## config.mk

```make
export PLATFORM = sky130hd
export DESIGN_NAME = cti_indicator
export DESIGN_NICKNAME = d
export VERILOG_FILES = /design/src/cti_pkg.sv /design/src/cti_tick.sv /design/src/cti_clip.sv /design/src/cti_indicator.sv
export SDC_FILE = /design/constraint.sdc
export NUM_CORES = 1
export LEC_CHECK = 0
export BUFFER_PORTS_ARGS = -buffer_cell sky130_fd_sc_hd__buf_2
export CAP_MARGIN = 20
export CELL_PAD_IN_SITES_DETAIL_PLACEMENT = 1
export CELL_PAD_IN_SITES_GLOBAL_PLACEMENT = 1
export CORE_UTILIZATION = 41
export DETAILED_ROUTE_END_ITERATION = 10
export PLACE_DENSITY = 0.85
export SLEW_MARGIN = 0
export SYNTH_ARGS = -nofsm -noshare
export SYNTH_HDL_FRONTEND = slang
export SYNTH_SLANG_ARGS = --single-unit
```

## constraint.sdc

```tcl
create_clock -name sys_clk_in -period 3.5 [get_ports sys_clk_in]
set_input_delay 0.175 -clock sys_clk_in [delete_from_list [all_inputs] [get_ports sys_clk_in]]
set_output_delay 0.175 -clock sys_clk_in [all_outputs]
set_load 0.02 [all_outputs]
```

## src/cti_pkg.sv

```systemverilog
// constants, enumerations and carrier types shared by the co2 threshold indicator.
// assumes a single 40 mhz system clock; concentrations arrive as signed ppm values.
package cti_pkg;

    // ************************************************************
    // timing
    // ************************************************************
    localparam int unsigned CLK_HZ           = 40_000_000;
    localparam int unsigned BLINK_HALF_MS    = 500;
    // half-period of the blink, also the base tick of all screen timing
    localparam int unsigned HALF_SEC_CYCLES  = (CLK_HZ / 1000) * BLINK_HALF_MS;
    localparam int unsigned TICK_W           = 25;
    // screens and errors stay up for three seconds (six half-second ticks)
    localparam logic [2:0]  SCREEN_HOLD_TICKS = 3'h6;

    // ************************************************************
    // concentration thresholds in ppm
    // ************************************************************
    localparam logic signed [15:0] HYST_PPM   = 16'sh0032;  // 50
    localparam logic signed [15:0] FAIR_PPM   = 16'sh0320;  // 800
    localparam logic signed [15:0] POOR_PPM   = 16'sh04b0;  // 1200
    localparam logic signed [15:0] BLINK_PPM  = 16'sh07d0;  // 2000

    // ************************************************************
    // analog output scaling, co2 in ppm and temperature in 0.1 degc
    // ************************************************************
    localparam logic signed [15:0] CO2_LO     = 16'sh0000;
    localparam logic signed [15:0] CO2_HI     = 16'sh07d0;
    localparam logic signed [15:0] CO2_ERR_LO = 16'shff38;  // -200
    localparam logic signed [15:0] CO2_ERR_HI = 16'sh0bb8;  // 3000
    localparam logic signed [15:0] T_LO       = 16'sh0000;
    localparam logic signed [15:0] T_HI       = 16'sh01f4;  // 50.0
    localparam logic signed [15:0] T_ERR_LO   = 16'shff9c;  // -10.0
    localparam logic signed [15:0] T_ERR_HI   = 16'sh0258;  // 60.0

    // ************************************************************
    // types
    // ************************************************************
    typedef enum logic [1:0] {cti_scr_info, cti_scr_outputs, cti_scr_meas} cti_screen_type;
    typedef enum logic [1:0] {cti_lvl_good, cti_lvl_fair, cti_lvl_poor, cti_lvl_severe}
        cti_level_type;

    typedef struct packed {
        logic red;
        logic yellow;
        logic green;
    } cti_lamps_type;

    typedef struct packed {
        logic co2;
        logic temp;
        logic rh;
    } cti_stars_type;

    typedef struct packed {
        logic                 relay;
        cti_level_type        level;
        cti_lamps_type        lamps;
        logic                 blink;
        cti_screen_type       screen;
        logic [2:0]           hold;
        logic                 out_sel;
        logic                 su_err;
        logic [3:0]           su_cause;
        logic                 show_sn;
        logic [1:0]           err_sel;
        logic [2:0]           err_hold;
        cti_stars_type        stars;
        logic                 alarm;
        logic signed [15:0]   temp_c;
    } cti_state_type;

    typedef struct packed {
        logic [TICK_W-1:0] cnt;
        logic              tick;
    } cti_tick_state_type;

    typedef struct packed {
        logic signed [15:0] code;
        logic               err;
    } cti_clip_state_type;

    // rotary selector decode; unused codes fall back to the default position
    function automatic logic signed [15:0] cti_setpoint(input logic [3:0] sel);
        logic signed [15:0] sp;
        unique case (sel)
            4'h1:    sp = 16'sh02bc;   // 700
            4'h2:    sp = 16'sh0320;   // 800
            4'h3:    sp = 16'sh0384;   // 900
            4'h4:    sp = 16'sh03e8;   // 1000
            4'h5:    sp = 16'sh04b0;   // 1200
            4'h6:    sp = 16'sh0578;   // 1400
            4'h7:    sp = 16'sh0640;   // 1600
            4'h8:    sp = 16'sh0708;   // 1800
            4'h9:    sp = 16'sh07d0;   // 2000
            default: sp = 16'sh0258;   // 600, position 0
        endcase
        return sp;
    endfunction : cti_setpoint

endpackage : cti_pkg

```

## src/cti_tick.sv

```systemverilog
// free-running divider giving a one-cycle enable pulse every TICK_CYCLES clocks.
// assumes one clock and a synchronous active-low reset.
`timescale 1ns/10ps
`default_nettype none

module cti_tick #(
    parameter int unsigned TICK_CYCLES = cti_pkg::HALF_SEC_CYCLES
) (
    input  wire logic sys_clk_in,
    input  wire logic rstn_in,
    output var  logic tick_out
);

    cti_pkg::cti_tick_state_type r_reg;
    cti_pkg::cti_tick_state_type r_next;

    // ************************************************************
    // divider
    // ************************************************************
    // count wraps at the period and fires the enable for one cycle
    always_comb begin
        r_next      = r_reg;
        r_next.tick = 1'b0;
        if (r_reg.cnt == cti_pkg::TICK_W'(TICK_CYCLES - 1)) begin
            r_next.cnt  = '0;
            r_next.tick = 1'b1;
        end else begin
            r_next.cnt = r_reg.cnt + 1'b1;
        end
    end

    always_ff @(posedge sys_clk_in) begin
        if (!rstn_in) begin
            r_reg <= '0;
        end else begin
            r_reg <= r_next;
        end
    end

    assign tick_out = r_reg.tick;

endmodule : cti_tick

`default_nettype wire

```

## src/cti_clip.sv

```systemverilog
// analog output code conditioner: clips into the scaled range, flags the error state.
// assumes the measured value is valid whenever it is sampled.
`timescale 1ns/10ps
`default_nettype none

module cti_clip #(
    parameter logic signed [15:0] LO     = 16'sh0000,
    parameter logic signed [15:0] HI     = 16'sh07d0,
    parameter logic signed [15:0] ERR_LO = 16'shff38,
    parameter logic signed [15:0] ERR_HI = 16'sh0bb8
) (
    input  wire logic               sys_clk_in,
    input  wire logic               rstn_in,
    input  wire logic               valid_in,
    input  wire logic signed [15:0] value_in,
    output var  logic signed [15:0] code_out,
    output var  logic               err_out
);

    cti_pkg::cti_clip_state_type r_reg;
    cti_pkg::cti_clip_state_type r_next;

    // ************************************************************
    // clipping
    // ************************************************************
    // error state is flagged alongside clipping; code still takes the clipped value
    always_comb begin
        r_next = r_reg;
        if (valid_in) begin
            r_next.err = (value_in < ERR_LO) || (value_in > ERR_HI);
            if (value_in > HI) begin
                r_next.code = HI;
            end else if (value_in < LO) begin
                r_next.code = LO;
            end else begin
                r_next.code = value_in;
            end
        end
    end

    always_ff @(posedge sys_clk_in) begin
        if (!rstn_in) begin
            r_reg <= '{code: LO, err: 1'b0};
        end else begin
            r_reg <= r_next;
        end
    end

    assign code_out = r_reg.code;
    assign err_out  = r_reg.err;

    a_clip_top: assert property (@(posedge sys_clk_in) disable iff (!rstn_in)
        valid_in && value_in > HI |=> code_out == HI) else $error("top clip missing");
    a_clip_bottom: assert property (@(posedge sys_clk_in) disable iff (!rstn_in)
        valid_in && value_in < LO |=> code_out == LO) else $error("bottom clip missing");
    a_clip_error: assert property (@(posedge sys_clk_in) disable iff (!rstn_in)
        valid_in |=> err_out == ($past(value_in) > ERR_HI || $past(value_in) < ERR_LO))
        else $error("error state wrong");

endmodule : cti_clip

`default_nettype wire

```

## src/cti_indicator.sv

```systemverilog
// co2 threshold indicator: relay, level lamps, air quality, display sequencing, outputs.
// assumes samples from the measurement module are qualified by meas_valid_in.
`timescale 1ns/10ps
`default_nettype none

module cti_indicator #(
    parameter int unsigned HALF_SEC_CYCLES = cti_pkg::HALF_SEC_CYCLES
) (
    input  wire logic                    sys_clk_in,
    input  wire logic                    rstn_in,
    input  wire logic                    meas_valid_in,
    input  wire logic signed [15:0]      co2_ppm_in,
    input  wire logic signed [15:0]      temp_c_in,
    input  wire logic [3:0]              setpoint_sel_in,
    input  wire logic [3:0]              fault_in,
    input  wire logic                    module_present_in,
    input  wire logic [1:0]              outputs_active_in,
    output var  logic                    relay_out,
    output var  logic                    relay_lamp_out,
    output var  cti_pkg::cti_lamps_type  lamps_out,
    output var  cti_pkg::cti_level_type  air_class_out,
    output var  cti_pkg::cti_screen_type screen_out,
    output var  logic                    output_sel_out,
    output var  logic                    startup_err_out,
    output var  logic [3:0]              startup_cause_out,
    output var  logic                    show_module_sn_out,
    output var  logic [1:0]              err_shown_out,
    output var  logic                    alarm_out,
    output var  cti_pkg::cti_stars_type  stars_out,
    output var  logic signed [15:0]      temp_c_out,
    output var  logic signed [15:0]      co2_code_out,
    output var  logic                    co2_err_out,
    output var  logic signed [15:0]      temp_code_out,
    output var  logic                    temp_err_out
);

    cti_pkg::cti_state_type r_reg;
    cti_pkg::cti_state_type r_next;
    logic                   tick;
    logic signed [15:0]     sp;
    logic signed [15:0]     on_lvl;
    logic signed [15:0]     off_lvl;

    // ************************************************************
    // helpers
    // ************************************************************
    // half-second enable shared by blink, screen and error timing
    cti_tick #(
        .TICK_CYCLES (HALF_SEC_CYCLES)
    ) u_tick (
        .sys_clk_in (sys_clk_in),
        .rstn_in    (rstn_in),
        .tick_out   (tick)
    );

    // co2 and temperature analog codes
    cti_clip #(
        .LO     (cti_pkg::CO2_LO),
        .HI     (cti_pkg::CO2_HI),
        .ERR_LO (cti_pkg::CO2_ERR_LO),
        .ERR_HI (cti_pkg::CO2_ERR_HI)
    ) u_co2_clip (
        .sys_clk_in (sys_clk_in),
        .rstn_in    (rstn_in),
        .valid_in   (meas_valid_in),
        .value_in   (co2_ppm_in),
        .code_out   (co2_code_out),
        .err_out    (co2_err_out)
    );

    cti_clip #(
        .LO     (cti_pkg::T_LO),
        .HI     (cti_pkg::T_HI),
        .ERR_LO (cti_pkg::T_ERR_LO),
        .ERR_HI (cti_pkg::T_ERR_HI)
    ) u_temp_clip (
        .sys_clk_in (sys_clk_in),
        .rstn_in    (rstn_in),
        .valid_in   (meas_valid_in),
        .value_in   (temp_c_in),
        .code_out   (temp_code_out),
        .err_out    (temp_err_out)
    );

    // setpoint and band edges; table tops out at 2000 so no overflow in 16 bits
    assign sp      = cti_pkg::cti_setpoint(setpoint_sel_in);
    assign on_lvl  = sp + cti_pkg::HYST_PPM;
    assign off_lvl = sp - cti_pkg::HYST_PPM;

    // ************************************************************
    // next state
    // ************************************************************
    always_comb begin
        logic [1:0] cand;
        logic       found;
        r_next = r_reg;
        cand   = '0;
        found  = 1'b0;

        // relay with hysteresis, re-evaluated on each sample
        if (meas_valid_in) begin
            if (!r_reg.relay && co2_ppm_in > on_lvl) begin
                r_next.relay = 1'b1;
            end else if (r_reg.relay && co2_ppm_in < off_lvl) begin
                r_next.relay = 1'b0;
            end
            // 800 and 1200 fall into the upper class, 2000 into the lower
            if (co2_ppm_in > cti_pkg::BLINK_PPM) begin
                r_next.level = cti_pkg::cti_lvl_severe;
            end else if (co2_ppm_in >= cti_pkg::POOR_PPM) begin
                r_next.level = cti_pkg::cti_lvl_poor;
            end else if (co2_ppm_in >= cti_pkg::FAIR_PPM) begin
                r_next.level = cti_pkg::cti_lvl_fair;
            end else begin
                r_next.level = cti_pkg::cti_lvl_good;
            end
            r_next.temp_c = temp_c_in;
        end

        // blink toggles every half second: 1 s period, even duty
        if (tick) begin
            r_next.blink = ~r_reg.blink;
        end

        // lamps decoded from the level; at most one lit at a time
        r_next.lamps.green  = (r_next.level == cti_pkg::cti_lvl_good);
        r_next.lamps.yellow = (r_next.level == cti_pkg::cti_lvl_fair);
        r_next.lamps.red    = (r_next.level == cti_pkg::cti_lvl_poor) ||
                              ((r_next.level == cti_pkg::cti_lvl_severe) && r_next.blink);

        // fault markers on the display
        r_next.stars.co2  = fault_in[0];
        r_next.stars.temp = fault_in[1];
        r_next.stars.rh   = fault_in[2];

        // screen hold counter, shared by all startup screens
        if (tick && r_reg.screen != cti_pkg::cti_scr_meas) begin
            r_next.hold = r_reg.hold + 3'h1;
        end

        unique case (r_reg.screen)
            cti_pkg::cti_scr_info: begin
                // gather status during the whole first screen
                r_next.show_sn  = module_present_in;
                r_next.su_cause = r_reg.su_cause | fault_in;
                r_next.su_err   = r_reg.su_err | (|fault_in) | ~module_present_in;
                if (tick && r_reg.hold == cti_pkg::SCREEN_HOLD_TICKS - 3'h1) begin
                    r_next.hold = '0;
                    if (|outputs_active_in) begin
                        r_next.screen  = cti_pkg::cti_scr_outputs;
                        r_next.out_sel = ~outputs_active_in[0];
                    end else begin
                        r_next.screen = cti_pkg::cti_scr_meas;
                    end
                end
            end
            cti_pkg::cti_scr_outputs: begin
                if (tick && r_reg.hold == cti_pkg::SCREEN_HOLD_TICKS - 3'h1) begin
                    r_next.hold = '0;
                    if (!r_reg.out_sel && outputs_active_in[1]) begin
                        r_next.out_sel = 1'b1;
                    end else begin
                        r_next.screen   = cti_pkg::cti_scr_meas;
                        // open on the cause found at startup
                        r_next.err_hold = '0;
                        for (int i = 0; i < 4; i++) begin
                            if (!found && r_reg.su_cause[i]) begin
                                r_next.err_sel = 2'(i);
                                found          = 1'b1;
                            end
                        end
                    end
                end
            end
            cti_pkg::cti_scr_meas: begin
                r_next.alarm = |fault_in;
                if (tick) begin
                    r_next.err_hold = r_reg.err_hold + 3'h1;
                end
                // drop a stale error at once, else advance after the hold
                if (|fault_in && (!fault_in[r_reg.err_sel] ||
                    (tick && r_reg.err_hold == cti_pkg::SCREEN_HOLD_TICKS - 3'h1))) begin
                    r_next.err_hold = '0;
                    for (int i = 1; i <= 4; i++) begin
                        cand = r_reg.err_sel + 2'(i);
                        if (!found && fault_in[cand]) begin
                            r_next.err_sel = cand;
                            found          = 1'b1;
                        end
                    end
                end
            end
            default: begin
                r_next.screen = cti_pkg::cti_scr_info;
            end
        endcase
    end

    // ************************************************************
    // state register
    // ************************************************************
    always_ff @(posedge sys_clk_in) begin
        if (!rstn_in) begin
            r_reg <= '0;
        end else begin
            r_reg <= r_next;
        end
    end

    // these outputs taken straight from the state register; analog codes and errors come from the clip registers
    assign relay_out          = r_reg.relay;
    assign relay_lamp_out     = r_reg.relay;
    assign lamps_out          = r_reg.lamps;
    assign air_class_out      = r_reg.level;
    assign screen_out         = r_reg.screen;
    assign output_sel_out     = r_reg.out_sel;
    assign startup_err_out    = r_reg.su_err;
    assign startup_cause_out  = r_reg.su_cause;
    assign show_module_sn_out = r_reg.show_sn;
    assign err_shown_out      = r_reg.err_sel;
    assign alarm_out          = r_reg.alarm;
    assign stars_out          = r_reg.stars;
    assign temp_c_out         = r_reg.temp_c;

    // ************************************************************
    // checks
    // ************************************************************
    a_relay_close: assert property (@(posedge sys_clk_in) disable iff (!rstn_in)
        meas_valid_in && co2_ppm_in > on_lvl |=> relay_out) else $error("relay not closed");
    a_relay_band: assert property (@(posedge sys_clk_in) disable iff (!rstn_in)
        !relay_out && meas_valid_in && co2_ppm_in <= on_lvl |=> !relay_out)
        else $error("relay closed inside band");
    a_relay_hold: assert property (@(posedge sys_clk_in) disable iff (!rstn_in)
        relay_out && meas_valid_in && co2_ppm_in >= off_lvl |=> relay_out)
        else $error("relay released early");
    a_relay_lamp: assert property (@(posedge sys_clk_in) disable iff (!rstn_in)
        relay_lamp_out == relay_out) else $error("relay lamp mismatch");
    a_red_blink: assert property (@(posedge sys_clk_in) disable iff (!rstn_in)
        meas_valid_in && co2_ppm_in > cti_pkg::BLINK_PPM |=> lamps_out.red == r_reg.blink &&
        !lamps_out.yellow && !lamps_out.green) else $error("red lamp not blinking");
    a_yellow_band: assert property (@(posedge sys_clk_in) disable iff (!rstn_in)
        meas_valid_in && co2_ppm_in >= cti_pkg::FAIR_PPM && co2_ppm_in < cti_pkg::POOR_PPM
        |=> lamps_out == 3'b010 && air_class_out == cti_pkg::cti_lvl_fair)
        else $error("fair band wrong");
    a_green_band: assert property (@(posedge sys_clk_in) disable iff (!rstn_in)
        meas_valid_in && co2_ppm_in < cti_pkg::FAIR_PPM |=> lamps_out == 3'b001)
        else $error("green band wrong");
    a_poor_class: assert property (@(posedge sys_clk_in) disable iff (!rstn_in)
        meas_valid_in && co2_ppm_in >= cti_pkg::POOR_PPM |=>
        air_class_out inside {cti_pkg::cti_lvl_poor, cti_pkg::cti_lvl_severe})
        else $error("poor class missing");
    a_one_lamp: assert property (@(posedge sys_clk_in) disable iff (!rstn_in)
        $countones(lamps_out) <= 1) else $error("several lamps lit");
    a_blink_period: assert property (@(posedge sys_clk_in) disable iff (!rstn_in)
        tick |=> r_reg.blink != $past(r_reg.blink)) else $error("blink missed tick");
    a_screen_order: assert property (@(posedge sys_clk_in) disable iff (!rstn_in)
        screen_out != cti_pkg::cti_scr_info |=> screen_out != cti_pkg::cti_scr_info)
        else $error("screen order broken");
    a_alarm_fault: assert property (@(posedge sys_clk_in) disable iff (!rstn_in)
        screen_out == cti_pkg::cti_scr_meas && |fault_in |=> alarm_out &&
        stars_out == {$past(fault_in[0]), $past(fault_in[1]), $past(fault_in[2])})
        else $error("fault not shown");

    c_relay_on: cover property (@(posedge sys_clk_in) disable iff (!rstn_in) $rose(relay_out));
    c_red_blink: cover property (@(posedge sys_clk_in) disable iff (!rstn_in)
        air_class_out == cti_pkg::cti_lvl_severe && $fell(lamps_out.red));
    c_meas_screen: cover property (@(posedge sys_clk_in) disable iff (!rstn_in)
        $changed(screen_out) && screen_out == cti_pkg::cti_scr_meas);
    c_err_rotate: cover property (@(posedge sys_clk_in) disable iff (!rstn_in)
        screen_out == cti_pkg::cti_scr_meas && $changed(err_shown_out));

endmodule : cti_indicator

`default_nettype wire

```

==> flow_summary_export.csv, run 1 <==
group,metric,value,unit
status,status,"finished clean",
flow_run,cap_violations,0,
synth,ys_warn_count,0,
critical_path,required,3.73,ns
synth,synth-seq-area-share,35.8,%
drt,ant_nets,0,
synth,synth_common_cells,"dfxtp_1 (102), nor2_1 (88), a21oi_1 (50), ha_1 (36), buf_4 (35)",
drt,firstDrtPassIters,4,
synth,synth-seq-cells,102,
cells_and_area,syn_to_final_growth,12.7,%
timing,rsz0062_at_grt,"false",
min_path,whs_path_depth,3,
synth,synth_edf_count,0,
cells_and_area,n_antenna_cell,0,
drt,drtIter0Drc,317,
synth,synthCells,679,
critical_path,critPathSlowestCell,"a21oi_1",
floorplanning,core,13400,sq um
global_routing,grt_pass1_wl,26600,um
clock_tree,postCtsSetupBuffers,0,
clock_tree,worstSkewPairLatency,0.35,ns
cells_and_area,largest_reg_flops,25,
critical_path,path_max_fanout,9,
min_path,min_from,"module_present_in",
cells_and_area,n_fill_cell,1668,
critical_path,startpoint,"setpoint_sel_in[0]",
floorplanning,dieArea,14400,sq um
placement,numPortBuffers,115,
global_routing,grt_pass1_vias,5394,
critical_path,cp.arrival,3.16,ns
timing,tns,0,ns
floorplanning,ios,118,
clock_tree,clkTransAtPathRegs,0.07,ns
drt,wl,16200,um
drt,wl_per_cell,17.4,um
synth,syn_area,5700,sq um
pwr,combPwrFrac,18.8,%
timing,max_slew.worst_pin.slew,0.909,ns
timing,setup_viol,0,
clock_tree,cts_resized,0,
synth,yosys.cell_types.count,63,
critical_path,worstPathCellList,"buf_2 > inv_1 > ha_1 > nand2b_1 > a21oi_1 > a21oi_1 > inv_1 > ha_1 > nor3b_1 > xor2_1 > ha_1 > nand4_1 > a21oi_1 > o21ai_0 > nand3_1 > a41oi_1 > o22ai_1",
pwr,leakage,2.81,nW
min_path,hp-class,"primary input to register",
clock_tree,cts_root_buf,"clkbuf_16",
global_routing,grt_usage,23.2,%
pwr,internal_power,1.91,mW
global_routing,grt_max_degree,46,
floorplanning,die_h,120,um
pwr,power_density,416,nW/um^2
timing,min_period,2.93,ns
cells_and_area,post-route-util,48.0,%
timing,finalCritPeriodShare,83.7,%
timing,drv_slew,0,
cells_and_area,nets,831,
cells_and_area,drive_above_1_share,18.9,%
critical_path,end_kind,"register",
floorplanning,start_util,42.5,%
synth,synth_ff_type,"dfxtp_1",
synth,yosysMostFrequentCell,"dfxtp_1",
critical_path,cpPeakStageDelay,0.48,ns
drt,via_per_inst,5.58,
pwr,vdd_drop_max,206,uV
floorplanning,fp.dieW,120,um
floorplanning,row_count,42,
pwr,pwr-share-clk,34.9,%
synth,async_reset_ff_share,0,%
clock_tree,cts_htree_levels,3,
clock_tree,cts_hold_buf,0,
critical_path,cp-start-kind,"primary input",
global_routing,overflow,0,
pwr,power_frac_seq,46.3,%
critical_path,worstSetupPathType,"primary input to register",
drt,via_count,5188,
critical_path,reg2reg_from,"u_tick.r_reg[1]",
synth,synth_area_leaders,"dfxtp_1 (36%), ha_1 (7.9%), nor2_1 (5.8%)",
pwr,p_sw_share,28.8,%
synth,synth_top_area_share,35.8,%
critical_path,worstRegToRegCells,6,
clock_tree,numCtsBuffers,9,
clock_tree,cts_tree,"built",
clock_tree,cts.sinks,102,
pwr,p_sw,0.770,mW
clock_tree,clock_path_buffers,2,
synth,yosys.area.top_type,"dfxtp_1",
placement,gp_congestion,0.853,
global_routing,antenna_found_initial,0,
placement,dp_hpwl,12000,um
synth,syn_avg_cell_area,8.40,sq um
timing,fmax,0.341,GHz
timing,hold_viol_final,0,
drt,drc_errors,0,
timing,skew,0.00388,ns
timing,maxSlewHeadroom,39.4,%
## cells by family (layout without fill, tap and decap cells)
logic type	Yosys count	after routing	share of synthesized area, %
other cells	2	7	0.132
flops	102	102	35.8
xor+xnor	34	34	5.22
simple gates	247	247	22.1
mux	23	23	4.26
buf+inv	89	158	8.32
fa+ha+maj	37	37	8.08
compound gates	145	145	16.1
## layout by cell type, fill, tap and decap left out, types with 10 or more instances in the layout
cell / instances
buf_2: 115
dfxtp_1: 102
nor2_1: 88
a21oi_1: 50
ha_1: 36
nand2_1: 27
nand3_1: 27
o21ai_0: 24
inv_1: 22
mux2i_1: 22
xor2_1: 18
nand2b_1: 16
xnor2_1: 16
nor3_1: 14
and3_1: 14
nor2b_1: 12
nand4_1: 12
a31oi_1: 10
## cell type report
cell class                      count  area (sq um)  share of cell area (%)
Clock buffer                       14           264                    4.11
Tap cell                          176           220                    3.43
Inverter                           25          93.8                    1.46
Multi-Input combinational cell    493          3200                    49.9
Timing Repair Buffer              118           598                    9.31
Sequential cell                   102          2040                    31.8
Clock inverter                      1          5.00                  0.0779
## worst paths after layout
path,endpoint,slack (ns)
worst min register to register,r_reg[22],0.47
worst max register to register,u_tick.r_reg[8],1.09
worst max-delay path,relay_lamp_out,0.57
worst min-delay path,show_module_sn_out,0.1
## layer usage
| layer | track usage (%) | wire, um | vias to the layer above |
|---|---|---|---|
| met2 | 42.3 | 8330 | 128 |
| met4 | 7.27 | 322 | 0 |
| met1 | 26.7 | 6880 | 2541 |
| met3 | 4.99 | 668 | 24 |
| li1 | - | - | 2495 |
| met5 | 0 | 0 | - |
## critical path, delay by kind of cell
family | cells | cell delay [ns]
buffers and inverters | 3 | 0.39
AO/OA/AOI/OAI | 6 | 1.00
AND/OR/NAND/NOR | 4 | 0.60
XOR/XNOR | 1 | 0.17
adder cells (fa/ha/maj) | 3 | 0.81
## power groups by stage
stage	clock, mW	combinational [mW]	sequential, mW
final	0.934	0.503	1.24
after global routing	1.01	0.553	1.24
after CTS	0.961	0.505	1.24
after detailed placement	0	0.502	1.26
after global placement	0	0.474	1.26
after floorplan	0	0.342	1.28
## per-stage QoR
step	area, sq um	hold slack, ns	setup slack (ns)	instances	total power, mW
after CTS	6430	0.0879	0.600	929	2.71
after global placement	6160	0.435	0.471	914	1.74
after floorplan	5720	0.312	0.859	684	1.62
final	6430	0.0980	0.572	929	2.68
after detailed placement	6160	0.453	0.226	914	1.77
after global routing	6430	0.118	0.301	929	2.81
Note: power is estimated with default switching activity, not from simulation.
==> run 2, diff against run 1 <==
==> constraint.sdc (replaced) <==
create_clock -name sys_clk_in -period 2.8 [get_ports sys_clk_in]
set_input_delay 0.14 -clock sys_clk_in [delete_from_list [all_inputs] [get_ports sys_clk_in]]
set_output_delay 0.14 -clock sys_clk_in [all_outputs]
set_load 0.02 [all_outputs]
==> run 2 against run 1 <==
Net effect: combinational power up 29%; non-clock buffer count grew 13; clock skew up 0.0038 ns; hold slack worse by 0.027 ns; sequential cell count did not move; largest power group unchanged.
==> flow_summary_export.csv, run 2 (synthesis gave the netlist of run 1 again) <==
group,metric,value,unit
pwr,p_sw_share,28.1,%
floorplanning,row_count,42,
timing,min_period,2.56,ns
critical_path,worstRegToRegCells,6,
clock_tree,cts.sinks,102,
critical_path,worstSetupPathType,"primary input to register",
drt,wl,16500,um
cells_and_area,final_cell_mix,"buf_2 (115), dfxtp_1 (102), nor2_1 (88)",
global_routing,grt_usage,23.4,%
clock_tree,cts_root_buf,"clkbuf_16",
drt,drtIter0Drc,284,
pwr,leakage,2.90,nW
critical_path,path_max_fanout,5,
timing,setup_viol,0,
critical_path,cp.arrival,2.78,ns
floorplanning,ios,118,
timing,drv_slew,0,
critical_path,r2r-end,"err_shown_out[0]",
cells_and_area,nets,844,
global_routing,overflow,0,
critical_path,required,3.02,ns
pwr,combPwrFrac,18.0,%
timing,maxSlewHeadroom,46.6,%
critical_path,timing.critical_path.max_delay_family,"compound AO/OA/AOI/OAI gates",
cells_and_area,layout.cells.most_common,"buf_2",
drt,ant_nets,0,
floorplanning,core,13400,sq um
critical_path,r2r_slack,0.56,ns
placement,gp_congestion,0.838,
pwr,power_frac_seq,43.0,%
clock_tree,cts_hold_buf,0,
critical_path,cpPeakStageDelay,0.31,ns
clock_tree,clkTransAtPathRegs,0.07,ns
floorplanning,start_util,42.5,%
clock_tree,numCtsBuffers,9,
status,status,"finished clean",
critical_path,critPathSlowestCell,"ha_1",
cells_and_area,n_antenna_cell,0,
clock_tree,cts_htree_levels,3,
timing,finalWorstSetupSlack,0.244,ns
drt,wl_per_cell,17.5,um
critical_path,worstPathCellList,"buf_2 > inv_1 > ha_1 > nand2b_1 > a21oi_1 > a21oi_2 > inv_1 > ha_1 > nor3b_1 > xor2_1 > ha_1 > nand4_1 > a21oi_1 > o21ai_0 > nand3_1 > a41oi_1 > o22ai_1",
critical_path,cpMostUsedCell,"ha_1",
timing,skew,0.00770,ns
floorplanning,fp.dieW,120,um
floorplanning,die_h,120,um
clock_tree,cts_tree,"built",
critical_path,cp-start-kind,"primary input",
pwr,p_sw,1.01,mW
drt,firstDrtPassIters,4,
drt,drc_errors,0,
timing,max_slew.worst_pin.slew,0.794,ns
floorplanning,dieArea,14400,sq um
cells_and_area,multi_input_area,3210,sq um
cells_and_area,largest_reg_flops,25,
pwr,pwr-share-clk,39.0,%
critical_path,path_buf_inv,3,
min_path,whs_path_depth,3,
cells_and_area,drive_above_1_share,20.7,%
global_routing,grt_pass1_wl,27100,um
cells_and_area,post-route-util,49.2,%
timing,rsz0062_at_grt,"false",
timing,hold_viol_final,0,
timing,finalCritPeriodShare,91.3,%
global_routing,grt_max_degree,34,
min_path,min_to,"show_module_sn_out",
placement,dp_slack,-0.226,ns
placement,dp_cells,927,
clock_tree,clock_path_buffers,2,
timing,fmax,0.391,GHz
cells_and_area,regArea,2040,sq um
drt,via_per_inst,5.53,
placement,dp_hpwl,12200,um
clock_tree,worstSkewPairLatency,0.35,ns
cells_and_area,finalNonFillerCells,943,
global_routing,antenna_found_initial,0,
min_path,min_from,"module_present_in",
cells_and_area,syn_to_final_growth,15.6,%
cells_and_area,n_fill_cell,1648,
pwr,power_density,546,nW/um^2
critical_path,reg2reg_from,"err_shown_out[0]",
global_routing,grt_pass1_vias,5502,
pwr,internal_power,2.59,mW
placement,numPortBuffers,115,
min_path,hp-class,"primary input to register",
drt,via_count,5216,
flow_run,cap_violations,0,
critical_path,end_kind,"register",
pwr,vdd_drop_max,309,uV
-- run 2: cell count changes in the layout (fill, tap and decap cells not counted), sizes merged --
cell,delta
bufinv,+2
inv,+1
clkinv,-1
clkbuf,-2
clkinvlp,+1
buf,+13
-- run 2: routing by layer --
| layer | part of all wire (%) | track usage, % | vias to the layer above |
|---|---|---|---|
| met1 | 44 | 28.3 | 2549 |
| met2 | 51 | 41.8 | 118 |
| met5 | 0 | 0 | - |
| li1 | - | - | 2524 |
| met3 | 3.8 | 3.14 | 25 |
| met4 | 1.8 | 8.52 | 0 |
-- run 2: how the worst max path moves through the flow --
stage	from	end	slack (ns)	cells after the start
final	setpoint_sel_in[0]	relay_lamp_out	0.24	17
after global routing	setpoint_sel_in[3]	relay_lamp_out	0.13	13
after CTS	setpoint_sel_in[0]	relay_lamp_out	0.15	17
after detailed placement	setpoint_sel_in[0]	relay_lamp_out	-0.23	17
after global placement	setpoint_sel_in[0]	relay_lamp_out	0.05	17
after floorplan	setpoint_sel_in[1]	relay_lamp_out	0.19	16
-- run 2: layout make-up --
cell class | count | share of cell area (%)
multi-input combinational | 493 | 48.7
clock inverter | 4 | 1.16
clock buffer | 12 | 3.89
sequential | 102 | 31.0
tap | 176 | 3.34
timing repair buffer | 131 | 10.6
inverter | 25 | 1.42
-- run 2: metrics by stage --
stage	instance area (sq um)	TNS, ns	hold WS, ns	power (mW)
4_1_cts	6590	0	0.0639	3.62
3_5_place_dp	6260	-0.226	0.422	2.22
2_1_floorplan	5720	0	0.277	2.02
6_report	6590	0	0.0707	3.60
5_1_grt	6590	0	0.0727	3.75
3_3_place_gp	6260	0	0.401	2.19
-- run 2: repair_timing --
action | CTS | global route
setup buffers | 0 | 0
gates resized for setup | 0 | 1
endpoints found under the setup margin | 0 | 1
-- run 2: power by group through the flow --
stage	Clock [mW]	Sequential [mW]	Combinational, mW
CTS	1.42	1.55	0.648
global route	1.48	1.56	0.711
floorplan	0	1.59	0.427
detailed placement	0	1.58	0.640
finish	1.40	1.55	0.648
global placement	0	1.58	0.609
-- run 2: worst reg2reg max path, stage by stage (launching register included) --
cell and delay (ns):
dfxtp_1 0.65, mux4_2 0.58, a21oi_2 0.23, o21ai_1 0.10, a211oi_1 0.30, nor2_1 0.07
a211oi_1 0.23
